$ cat config.mk
export PLATFORM = sky130hd
export DESIGN_NAME = bpci_top
export DESIGN_NICKNAME = d
export VERILOG_FILES = /design/src/bpci_pkg.sv /design/src/bpci_top.sv
export SDC_FILE = /design/constraint.sdc
export NUM_CORES = 1
export LEC_CHECK = 0
export ABC_CLOCK_PERIOD_IN_PS = 3600
export BUFFER_PORTS_ARGS = -buffer_cell sky130_fd_sc_hd__buf_2
export CORE_MARGIN = 1.5
export CORE_UTILIZATION = 55
export DETAILED_ROUTE_END_ITERATION = 7
export PLACE_DENSITY_LB_ADDON = 0.08
export SETUP_SLACK_MARGIN = 0.15
export SYNTH_ARGS = -nofsm -noshare
export SYNTH_HDL_FRONTEND = slang
export SYNTH_SLANG_ARGS = --single-unit
export TNS_END_PERCENT = 5
$ cat constraint.sdc
create_clock -name ref_clk_i -period 3.6 [get_ports ref_clk_i]
set_clock_uncertainty 0.05 [all_clocks]
set_input_delay 0.36 -clock ref_clk_i [delete_from_list [all_inputs] [get_ports ref_clk_i]]
set_output_delay 0.36 -clock ref_clk_i [all_outputs]
set_load 0.01 [all_outputs]
$ cat src/bpci_pkg.sv
// constants and carrier types for the pattern tester block
package bpci_pkg;
    // ============================================================
    // register offsets on the byte-wide parallel port
    localparam logic [7:0] BPCI_PAT_B0_OFF = 8'hDC;
    localparam logic [7:0] BPCI_PAT_B1_OFF = 8'hDD;
    localparam logic [7:0] BPCI_PAT_B2_OFF = 8'hDE;
    localparam logic [7:0] BPCI_PAT_B3_OFF = 8'hDF;
    localparam logic [7:0] BPCI_RXB_B0_OFF = 8'hE3;
    localparam logic [7:0] BPCI_RXB_B1_OFF = 8'hE4;
    localparam logic [7:0] BPCI_RXB_B2_OFF = 8'hE5;
    localparam logic [7:0] BPCI_RXB_B3_OFF = 8'hE6;
    localparam logic [7:0] BPCI_ERR_B0_OFF = 8'hE7;
    localparam logic [7:0] BPCI_ERR_B1_OFF = 8'hE8;
    localparam logic [7:0] BPCI_ERR_B2_OFF = 8'hE9;
    localparam logic [7:0] BPCI_CTRL_OFF = 8'hEA;
    // ============================================================
    // reset values and control fields
    localparam logic [7:0] BPCI_BYTE_RST = 8'h00;
    localparam logic [31:0] BPCI_PAT_RST = 32'h0000_0000;
    localparam logic [7:0] BPCI_CTRL_USED = 8'h5B;
    localparam int BPCI_EN_BIT = 0;
    localparam int BPCI_DIR_BIT = 1;
    localparam int BPCI_TRANSMIT_FRAMING_SELECT_BIT = 3;
    localparam int BPCI_TRANSMIT_BYTE_ALIGN_TOGGLE_BIT = 4;
    localparam int BPCI_RECEIVE_FRAMING_SELECT_BIT = 6;
    // ============================================================
    // counts
    localparam logic [5:0] BPCI_SYNC_LEN = 6'h20;
    localparam logic [3:0] BPCI_WORD_LAST = 4'hF;
    localparam logic [31:0] BPCI_BIT_MAX = 32'hFFFF_FFFF;
    localparam logic [23:0] BPCI_ERR_MAX = 24'hFF_FFFF;
    localparam int BPCI_FIFO_DEPTH = 8;
    localparam int BPCI_FIFO_WIDTH = 1;
    localparam int BPCI_PRBS_TAP_A = 14;
    localparam int BPCI_PRBS_TAP_B = 13;
    // ============================================================
    // modes and carriers
    typedef enum logic [1:0] {
        BPCI_MODE_REPEAT = 2'b00,
        BPCI_MODE_PRBS = 2'b01,
        BPCI_MODE_ALT = 2'b10,
        BPCI_MODE_DALY = 2'b11
    } bpci_mode_t;
    typedef struct packed {
        logic wr;
        logic rd;
        logic [7:0] addr;
        logic [7:0] wdata;
    } bpci_bus_t;
    typedef struct packed {
        logic valid;
        logic data;
        logic fbit;
    } bpci_rx_t;
    typedef struct packed {
        logic req;
        logic fbit;
    } bpci_txreq_t;
    typedef struct packed {
        logic valid;
        logic data;
    } bpci_txout_t;
endpackage

$ cat src/bpci_top.sv
// pattern tester: generator, checker, counters and register port
`timescale 1ns/100ps
`default_nettype none

// ============================================================
// generic fifo
module bpci_fifo #(
    parameter int WIDTH = 1,
    parameter int DEPTH = 8
) (
    input wire logic clk_i,
    input wire logic rst_b_i,
    input wire logic flush_i,
    input wire logic in_valid_i,
    output logic in_ready_o,
    input wire logic [WIDTH-1:0] in_data_i,
    output logic out_valid_o,
    input wire logic out_ready_i,
    output logic [WIDTH-1:0] out_data_o
);
    localparam int AW = $clog2(DEPTH);
    logic [WIDTH-1:0] mem_q [DEPTH];
    logic [AW:0] wptr_q;
    logic [AW:0] rptr_q;
    logic push;
    logic pop;
    assign in_ready_o = (wptr_q - rptr_q) != (AW+1)'(DEPTH);
    assign out_valid_o = wptr_q != rptr_q;
    assign out_data_o = mem_q[rptr_q[AW-1:0]];
    assign push = in_valid_i & in_ready_o;
    assign pop = out_valid_o & out_ready_i;
    always_ff @(posedge clk_i)
    begin
        if (push)
        begin
            mem_q[wptr_q[AW-1:0]] <= in_data_i;
        end
    end
    always_ff @(posedge clk_i or negedge rst_b_i)
    begin
        if (!rst_b_i)
        begin
            wptr_q <= '0;
            rptr_q <= '0;
        end
        else if (flush_i)
        begin
            wptr_q <= '0;
            rptr_q <= '0;
        end
        else
        begin
            wptr_q <= wptr_q + (AW+1)'(push);
            rptr_q <= rptr_q + (AW+1)'(pop);
        end
    end
endmodule // bpci_fifo

// Overview of operation
// (RULE_01) software loads pattern before generating or checking
// (RULE_02) four pattern bytes form one word, low first
// (RULE_03) pattern bit zero sent and expected first
// (RULE_04) software replicates short patterns across 32 bits
// (RULE_05) software writes all ones for pseudorandom
// (RULE_06) alternating words: bytes 0-1, then 2-3
// (RULE_07) bit counter counts each bit once synced
// (RULE_08) bit counter saturates, sets overflow flag
// (RULE_09) error counter counts mismatches once synced
// (RULE_10) error counter saturates, sets overflow flag
// (RULE_11) counter-clear toggle zeroes both counters
// (RULE_12) bit counter read as four bytes, LSB low
// (RULE_13) error counter read as three bytes, LSB low
// (RULE_14) control bit 0 enables tester
// (RULE_15) direction 0: line transmit, line receive
// (RULE_16) line direction allows framer loopback return
// (RULE_17) direction 1: backplane out, backplane in
// (RULE_18) software writes zero to control bits 2,5,7
// (RULE_19) transmit framing select fills framing bit
// (RULE_20) receive framing select passes framing bit
// (RULE_21) byte-align rising edge realigns generated pattern
// (RULE_22) alternating word repeats count times, then switches
// (RULE_23) sync after 32 consecutive matching bits
// (RULE_24) overflow flags latch, clear on read
// (RULE_25) disabled tester leaves counters unchanged
module bpci_top (
    input wire logic ref_clk_i,
    input wire logic rst_b_i,
    input wire bpci_pkg::bpci_bus_t host_bus_i,
    output logic [7:0] host_rdata_o,
    input wire bpci_pkg::bpci_mode_t pattern_mode_i,
    input wire logic [7:0] alternating_count_register_i,
    input wire logic counter_clear_control_i,
    input wire logic overflow_flags_read_i,
    input wire bpci_pkg::bpci_txreq_t line_tx_req_i,
    input wire bpci_pkg::bpci_txreq_t backplane_tx_req_i,
    output bpci_pkg::bpci_txout_t line_transmit_o,
    output bpci_pkg::bpci_txout_t backplane_receive_serial_out_o,
    input wire bpci_pkg::bpci_rx_t line_receive_i,
    input wire bpci_pkg::bpci_rx_t backplane_transmit_serial_in_i,
    output logic pattern_sync_flag_o,
    output logic bit_counter_overflow_flag_o,
    output logic error_counter_overflow_flag_o
);
    import bpci_pkg::*;

    // ============================================================
    // registers
    logic [31:0] pat_q;
    logic [7:0] ctrl_q;
    logic [7:0] rdata_q;
    logic en;
    logic dir;
    logic pat_wr;
    assign en = ctrl_q[BPCI_EN_BIT]; // RULE_14
    assign dir = ctrl_q[BPCI_DIR_BIT];
    assign pat_wr = host_bus_i.wr & (host_bus_i.addr >= BPCI_PAT_B0_OFF)
        & (host_bus_i.addr <= BPCI_PAT_B3_OFF);

    always_ff @(posedge ref_clk_i or negedge rst_b_i)
    begin
        if (!rst_b_i)
        begin
            pat_q <= BPCI_PAT_RST;
            ctrl_q <= BPCI_BYTE_RST;
        end
        else if (host_bus_i.wr)
        begin
            if (host_bus_i.addr == BPCI_PAT_B0_OFF)
                pat_q[7:0] <= host_bus_i.wdata; // RULE_02
            else if (host_bus_i.addr == BPCI_PAT_B1_OFF)
                pat_q[15:8] <= host_bus_i.wdata;
            else if (host_bus_i.addr == BPCI_PAT_B2_OFF)
                pat_q[23:16] <= host_bus_i.wdata;
            else if (host_bus_i.addr == BPCI_PAT_B3_OFF)
                pat_q[31:24] <= host_bus_i.wdata;
            else if (host_bus_i.addr == BPCI_CTRL_OFF)
                ctrl_q <= host_bus_i.wdata & BPCI_CTRL_USED;
        end
    end

    // ============================================================
    // generator
    logic transmit_byte_align_toggle_prev_q;
    logic transmit_byte_align_toggle_rise;
    logic load;
    logic [31:0] gen_pat_q;
    logic [14:0] gen_lfsr_q;
    logic [3:0] gen_idx_q;
    logic gen_word_q;
    logic [7:0] gen_rep_q;
    logic gen_bit;
    logic prbs_bit;
    logic fifo_in_ready;
    logic fifo_ov;
    logic fifo_od;
    logic gen_step;
    assign transmit_byte_align_toggle_rise = ctrl_q[BPCI_TRANSMIT_BYTE_ALIGN_TOGGLE_BIT] & ~transmit_byte_align_toggle_prev_q; // RULE_21
    assign load = ~en | transmit_byte_align_toggle_rise | pat_wr;
    assign gen_step = en & fifo_in_ready;
    assign prbs_bit = gen_lfsr_q[BPCI_PRBS_TAP_A]
        ^ gen_lfsr_q[BPCI_PRBS_TAP_B];

    always_comb
    begin
        case (pattern_mode_i)
            BPCI_MODE_PRBS: gen_bit = prbs_bit;
            BPCI_MODE_ALT: gen_bit = gen_word_q ? pat_q[5'(gen_idx_q) + 5'h10]
                : pat_q[5'(gen_idx_q)]; // RULE_06
            default: gen_bit = gen_pat_q[0]; // RULE_03
        endcase
    end

    always_ff @(posedge ref_clk_i or negedge rst_b_i)
    begin
        if (!rst_b_i)
            transmit_byte_align_toggle_prev_q <= 1'b0;
        else
            transmit_byte_align_toggle_prev_q <= ctrl_q[BPCI_TRANSMIT_BYTE_ALIGN_TOGGLE_BIT];
    end

    always_ff @(posedge ref_clk_i or negedge rst_b_i)
    begin
        if (!rst_b_i)
        begin
            gen_pat_q <= BPCI_PAT_RST;
            gen_lfsr_q <= '0;
            gen_idx_q <= '0;
            gen_word_q <= 1'b0;
            gen_rep_q <= '0;
        end
        else if (load)
        begin
            gen_pat_q <= pat_q; // RULE_21
            gen_lfsr_q <= pat_q[14:0];
            gen_idx_q <= '0;
            gen_word_q <= 1'b0;
            gen_rep_q <= '0;
        end
        else if (gen_step)
        begin
            gen_pat_q <= {gen_pat_q[0], gen_pat_q[31:1]};
            gen_lfsr_q <= {gen_lfsr_q[13:0], prbs_bit};
            gen_idx_q <= gen_idx_q + 4'h1;
            if (gen_idx_q == BPCI_WORD_LAST)
            begin
                if (gen_rep_q + 8'h01 >= alternating_count_register_i)
                begin
                    gen_word_q <= ~gen_word_q; // RULE_22
                    gen_rep_q <= '0;
                end
                else
                    gen_rep_q <= gen_rep_q + 8'h01;
            end
        end
    end

    // ============================================================
    // transmit path
    bpci_txreq_t tx_req;
    logic tx_drive;
    assign tx_req = dir ? backplane_tx_req_i : line_tx_req_i; // RULE_15
    assign tx_drive = en & tx_req.req
        & (ctrl_q[BPCI_TRANSMIT_FRAMING_SELECT_BIT] | ~tx_req.fbit); // RULE_19

    bpci_fifo #(
        .WIDTH(BPCI_FIFO_WIDTH),
        .DEPTH(BPCI_FIFO_DEPTH)
    ) u_fifo (
        .clk_i(ref_clk_i),
        .rst_b_i(rst_b_i),
        .flush_i(load),
        .in_valid_i(en),
        .in_ready_o(fifo_in_ready),
        .in_data_i(gen_bit),
        .out_valid_o(fifo_ov),
        .out_ready_i(tx_drive),
        .out_data_o(fifo_od)
    );

    always_ff @(posedge ref_clk_i or negedge rst_b_i)
    begin
        if (!rst_b_i)
        begin
            line_transmit_o <= '0;
            backplane_receive_serial_out_o <= '0;
        end
        else
        begin
            line_transmit_o.valid <= tx_drive & fifo_ov & ~dir; // RULE_15
            line_transmit_o.data <= fifo_od & ~dir;
            backplane_receive_serial_out_o.valid <= tx_drive & fifo_ov
                & dir; // RULE_17
            backplane_receive_serial_out_o.data <= fifo_od & dir;
        end
    end

    // ============================================================
    // checker
    bpci_rx_t rx;
    logic take;
    logic [31:0] chk_pat_q;
    logic [14:0] hist_q;
    logic [5:0] match_q;
    logic sync_q;
    logic expect_bit;
    logic match;
    // line side also carries the framer loopback return
    assign rx = dir ? backplane_transmit_serial_in_i
        : line_receive_i; // RULE_16 RULE_17
    assign take = en & rx.valid
        & (ctrl_q[BPCI_RECEIVE_FRAMING_SELECT_BIT] | ~rx.fbit); // RULE_20
    assign expect_bit = (pattern_mode_i == BPCI_MODE_PRBS)
        ? (hist_q[BPCI_PRBS_TAP_A] ^ hist_q[BPCI_PRBS_TAP_B])
        : chk_pat_q[0]; // RULE_03
    assign match = rx.data == expect_bit;

    always_ff @(posedge ref_clk_i or negedge rst_b_i)
    begin
        if (!rst_b_i)
        begin
            chk_pat_q <= BPCI_PAT_RST;
            hist_q <= '0;
        end
        else if (load)
            chk_pat_q <= pat_q;
        else if (take)
        begin
            hist_q <= {hist_q[13:0], rx.data};
            if (match | sync_q)
                chk_pat_q <= {chk_pat_q[0], chk_pat_q[31:1]};
            else
                chk_pat_q <= {chk_pat_q[1:0], chk_pat_q[31:2]};
        end
    end

    always_ff @(posedge ref_clk_i or negedge rst_b_i)
    begin
        if (!rst_b_i)
        begin
            match_q <= '0;
            sync_q <= 1'b0;
        end
        else if (load)
        begin
            match_q <= '0;
            sync_q <= 1'b0;
        end
        else if (take & ~sync_q)
        begin
            if (!match)
                match_q <= '0;
            else if (match_q + 6'h01 == BPCI_SYNC_LEN)
                sync_q <= 1'b1; // RULE_23
            else
                match_q <= match_q + 6'h01;
        end
    end

    // ============================================================
    // counters and overflow flags
    logic clr_prev_q;
    logic clr_tog;
    logic [31:0] bit_cnt_q;
    logic [23:0] err_cnt_q;
    logic count;
    logic bit_full;
    logic err_full;
    logic bit_ovf_set;
    logic err_ovf_set;
    assign clr_tog = counter_clear_control_i ^ clr_prev_q;
    assign count = take & sync_q;
    assign bit_full = bit_cnt_q == BPCI_BIT_MAX;
    assign err_full = err_cnt_q == BPCI_ERR_MAX;
    assign bit_ovf_set = count & ~clr_tog
        & (bit_cnt_q == BPCI_BIT_MAX - 32'h1); // RULE_08
    assign err_ovf_set = count & ~match & ~clr_tog
        & (err_cnt_q == BPCI_ERR_MAX - 24'h1); // RULE_10

    always_ff @(posedge ref_clk_i or negedge rst_b_i)
    begin
        if (!rst_b_i)
            clr_prev_q <= 1'b0;
        else
            clr_prev_q <= counter_clear_control_i;
    end

    always_ff @(posedge ref_clk_i or negedge rst_b_i)
    begin
        if (!rst_b_i)
        begin
            bit_cnt_q <= '0;
            err_cnt_q <= '0;
        end
        else if (clr_tog)
        begin
            bit_cnt_q <= '0; // RULE_11
            err_cnt_q <= '0;
        end
        else if (count) // RULE_25
        begin
            if (!bit_full)
                bit_cnt_q <= bit_cnt_q + 32'h1; // RULE_07 RULE_08
            if (!match && !err_full)
                err_cnt_q <= err_cnt_q + 24'h1; // RULE_09 RULE_10
        end
    end

    always_ff @(posedge ref_clk_i or negedge rst_b_i)
    begin
        if (!rst_b_i)
        begin
            bit_counter_overflow_flag_o <= 1'b0;
            error_counter_overflow_flag_o <= 1'b0;
            pattern_sync_flag_o <= 1'b0;
        end
        else
        begin
            // set wins over a read in the same cycle
            bit_counter_overflow_flag_o <= bit_ovf_set
                | (bit_counter_overflow_flag_o & ~overflow_flags_read_i); // RULE_24
            error_counter_overflow_flag_o <= err_ovf_set
                | (error_counter_overflow_flag_o & ~overflow_flags_read_i);
            pattern_sync_flag_o <= sync_q;
        end
    end

    // ============================================================
    // read port
    always_ff @(posedge ref_clk_i or negedge rst_b_i)
    begin
        if (!rst_b_i)
            rdata_q <= BPCI_BYTE_RST;
        else if (host_bus_i.rd)
        begin
            if (host_bus_i.addr == BPCI_PAT_B0_OFF)
                rdata_q <= pat_q[7:0];
            else if (host_bus_i.addr == BPCI_PAT_B1_OFF)
                rdata_q <= pat_q[15:8];
            else if (host_bus_i.addr == BPCI_PAT_B2_OFF)
                rdata_q <= pat_q[23:16];
            else if (host_bus_i.addr == BPCI_PAT_B3_OFF)
                rdata_q <= pat_q[31:24];
            else if (host_bus_i.addr == BPCI_RXB_B0_OFF)
                rdata_q <= bit_cnt_q[7:0]; // RULE_12
            else if (host_bus_i.addr == BPCI_RXB_B1_OFF)
                rdata_q <= bit_cnt_q[15:8];
            else if (host_bus_i.addr == BPCI_RXB_B2_OFF)
                rdata_q <= bit_cnt_q[23:16];
            else if (host_bus_i.addr == BPCI_RXB_B3_OFF)
                rdata_q <= bit_cnt_q[31:24];
            else if (host_bus_i.addr == BPCI_ERR_B0_OFF)
                rdata_q <= err_cnt_q[7:0]; // RULE_13
            else if (host_bus_i.addr == BPCI_ERR_B1_OFF)
                rdata_q <= err_cnt_q[15:8];
            else if (host_bus_i.addr == BPCI_ERR_B2_OFF)
                rdata_q <= err_cnt_q[23:16];
            else if (host_bus_i.addr == BPCI_CTRL_OFF)
                rdata_q <= ctrl_q;
            else
                rdata_q <= BPCI_BYTE_RST;
        end
    end
    assign host_rdata_o = rdata_q;
endmodule // bpci_top
`default_nettype wire

==> flow_metrics.py <==
metrics = {
    "synth": {
        "ys_seq_area_frac": 0.475,
        "ys_async_sr_fraction": 0.967,
        "synth_area_per_cell_um2": 9.93,
        "ys_types": 68,
        "syn_area_um2": 12700,
        "synth_flop_cell": "dfrtp_1",
        "syn_inst": 1283,
        "synth_seq_cells": 240,
        "synth_nets": 1350,
        "ys_warn_count": 0,
        "synth_edf_count": 8,
    },
    "global_routing": {
        "grt_max_degree": 106,
        "grt_overflow": 0,
        "grt_util_all_layers": 0.280,
        "grt_pass1_vias": 9812,
        "grt_pass1_wl_um": 53700,
        "antenna_found_initial": 2,
    },
    "cells_and_area": {
        "drive_gt1_frac": 0.155,
        "antennaDiodeCount": 0,
        "final_common_cell": "dfrtp_1",
        "area_growth_pct": 13.6,
        "layout.nets": 1393,
        "final_area_um2": 14500,
        "most-common-layout-cells": "dfrtp_1 (232), nand2_1 (144), nor2_1 (107)",
    },
    "placement": {
        "gp_congestion": 0.912,
        "io_buffers": 56,
        "place_area_um2": 13400,
        "dp_hpwl_um": 22700,
    },
    "critical_path": {
        "worstPathMaxFanout": 41,
        "worstSetupPathType": "register to register",
        "crit_chain": "buf_4, nand2_2, o32a_2, buf_4, nor4_2, buf_4, nand3_1, or4_1, a21oi_1",
        "slowest_stage": "or4_1",
        "worst_ep_required_time_ns": 4.01,
        "crit_top_cell": "buf_4",
        "endpoint_kind": "register",
        "slowest_delay_ns": 0.53,
        "crit_arrival_ns": 3.29,
        "start_kind": "register",
    },
    "route": {
        "first_pass_iters": 5,
        "wl_um": 33000,
        "postRouteAntennaNets": 0,
        "post_drt_wl_per_cell_um": 20.2,
        "dr_total_vias": 10200,
        "drt-initial-drc-count": 712,
        "routed_via_density": 6.26,
        "drcViolationCount": 0,
    },
    "clock_network": {
        "htree_levels": 1,
        "path_clk_slew_ns": 0.06,
        "cts_tree": "built",
        "cts_sinks": 240,
        "numCtsBuffers": 28,
        "clkLatencyLatePin_ns": 0.54,
        "cts_max_path_buffers": 3,
        "cts-root-buf": "clkbuf_16",
    },
    "pwr": {
        "p_switching_w": 0.00281,
        "ir_worst_vdd_v": 0.000433,
        "cellInternalPower_w": 0.00617,
        "p_per_area_nw_per_um2": 621,
        "p_leak_nw": 6.30,
        "comb_power_share": 0.225,
        "total_power_w": 0.00898,
        "power_frac_seq": 0.419,
        "clock_power_share": 0.355,
        "swShare": 0.313,
    },
    "timing": {
        "slew_viol_final": 0,
        "relSlewSlack": 0.423,
        "finalSetupTns_ns": 0,
        "period_needed_ns": 2.88,
        "worstMarginPinSlew_ns": 0.866,
        "fin_crit_sh": 0.799,
        "setup_viol": 0,
        "clock.fmax_mhz": 348,
        "hold_violations": 0,
        "rsz0062_at_grt": "false",
    },
    "floorplan": {
        "num_rows": 55,
        "boundaryPins": 57,
        "die_h_um": 155,
        "die_w_um": 155,
        "start_util": 0.561,
        "fp.coreArea_um2": 22700,
        "die-area_um2": 24100,
    },
    "run_status": {
        "outcome": "completed",
    },
    "worst_hold_path": {
        "hold_path_class": "input pin to register",
    },
    "run": {
        "maxCapViolCount": 0,
    },
}
[worst paths after layout]
check | from | endpoint | slack [ns] | depth (start not counted)
worst max-delay path | ctrl_q[1]$_DFFE_PN0P_ | err_cnt_q[11]$_DFFE_PN0P_ | 0.72 | 9
worst min-delay path | host_bus_i[0] | ctrl_q[0]$_DFFE_PN0P_ | 0.07 | 3
worst max register to register | ctrl_q[1]$_DFFE_PN0P_ | err_cnt_q[11]$_DFFE_PN0P_ | 0.72 | 9
worst min register to register | hist_q[0]$_DFFE_PN0P_ | hist_q[0]$_DFFE_PN0P_ | 0.43 | 2
max in group asynchronous | rst_b_i | gen_pat_q[1]$_DFFE_PN0P_ | 2.09 | 3
min in group asynchronous | rst_b_i | line_transmit_o[1]$_DFF_PN0_ | 0.35 | 2
[critical path: cells and delay by family, from the launching register on]
kind                   cells  cell delay [ns]
AO/OA/AOI/OAI              2             0.35
AND/OR/NAND/NOR            4             1.28
flip-flops                 1             0.38
buffers and inverters      3             0.73
[state kept, by name (all words and copies together), names as in the netlist, 15 cells and up]
name        cells
err_cnt_q      24
bit_cnt_q      32
chk_pat_q      32
hist_q         15
gen_lfsr_q     15
gen_pat_q      32
pat_q          32
[cell type report]
type	count	area (um2)
fill	1900	8250
timing repair buffer	84	546
inverter	38	143
clock buffer	30	739
multi-input combinational	934	6320
sequential	240	6050
clock inverter	22	312
tap	285	357
[cell families after synthesis]
logic type	count (synthesis)	share of synthesized area
simple gates	486	0.185
flops	240	0.475
compound gates	227	0.119
mux	137	0.123
buf+inv	109	0.0333
xor+xnor	59	0.0406
fa+ha+maj	25	0.0246
[routing by layer]
| metal | wire length [um] | GRT usage |
|---|---|---|
| met3 | 2010 | 0.0446 |
| met5 | 13 | 0 |
| met4 | 1110 | 0.0971 |
| met1 | 15400 | 0.408 |
| met2 | 14500 | 0.428 |
[Yosys cell counts (all sizes together), types with 5 or more instances]
library cell / count / share of area
nor3: 25 / 0.0098
edfxtp: 8 / 0.019
mux2i: 73 / 0.057
buf: 12 / 0.0047
mux4: 10 / 0.018
o21ai: 48 / 0.019
xor2: 25 / 0.017
nor4b: 5 / 0.0034
nand2: 145 / 0.043
o211ai: 34 / 0.020
or3: 18 / 0.0088
a211oi: 7 / 0.0041
nor2b: 11 / 0.0054
xnor2: 34 / 0.023
nand4: 26 / 0.013
nand3: 71 / 0.028
inv: 36 / 0.011
and2: 6 / 0.0029
dfrtp: 232 / 0.46
mux2: 54 / 0.048
and4: 6 / 0.0041
and3: 19 / 0.0093
nand2b: 8 / 0.0039
a22o: 7 / 0.0048
clkbuf: 59 / 0.017
a21oi: 38 / 0.015
a31oi: 40 / 0.020
nor4: 18 / 0.0093
ha: 25 / 0.025
nor2: 107 / 0.032
[metrics by stage]
stage	utilization	cells	setup slack [ns]	hold slack, ns
floorplan	-	1283	0.999	0.0144
CTS	0.637	1633	0.721	0.0612
finish	0.637	1633	0.725	0.0729
global route	0.637	1633	0.445	0.0787
global placement	0.589	1578	0.604	0.422
detailed placement	0.589	1578	0.569	0.421
[timing repair]
action,4_1_cts,5_1_grt
hold buffers,3,0
setup buffers,0,0
hold endpoints to repair,103,0
resized for setup,0,0
[power groups by stage]
stage | combinational, W | clock [W] | sequential (W)
floorplan | 0.00161 | 0 | 0.00361
global placement | 0.00196 | 0 | 0.00379
detailed placement | 0.00202 | 0 | 0.00380
CTS | 0.00203 | 0.00324 | 0.00376
global route | 0.00228 | 0.00333 | 0.00385
finish | 0.00202 | 0.00319 | 0.00377
(Power assumes the default switching activity.)
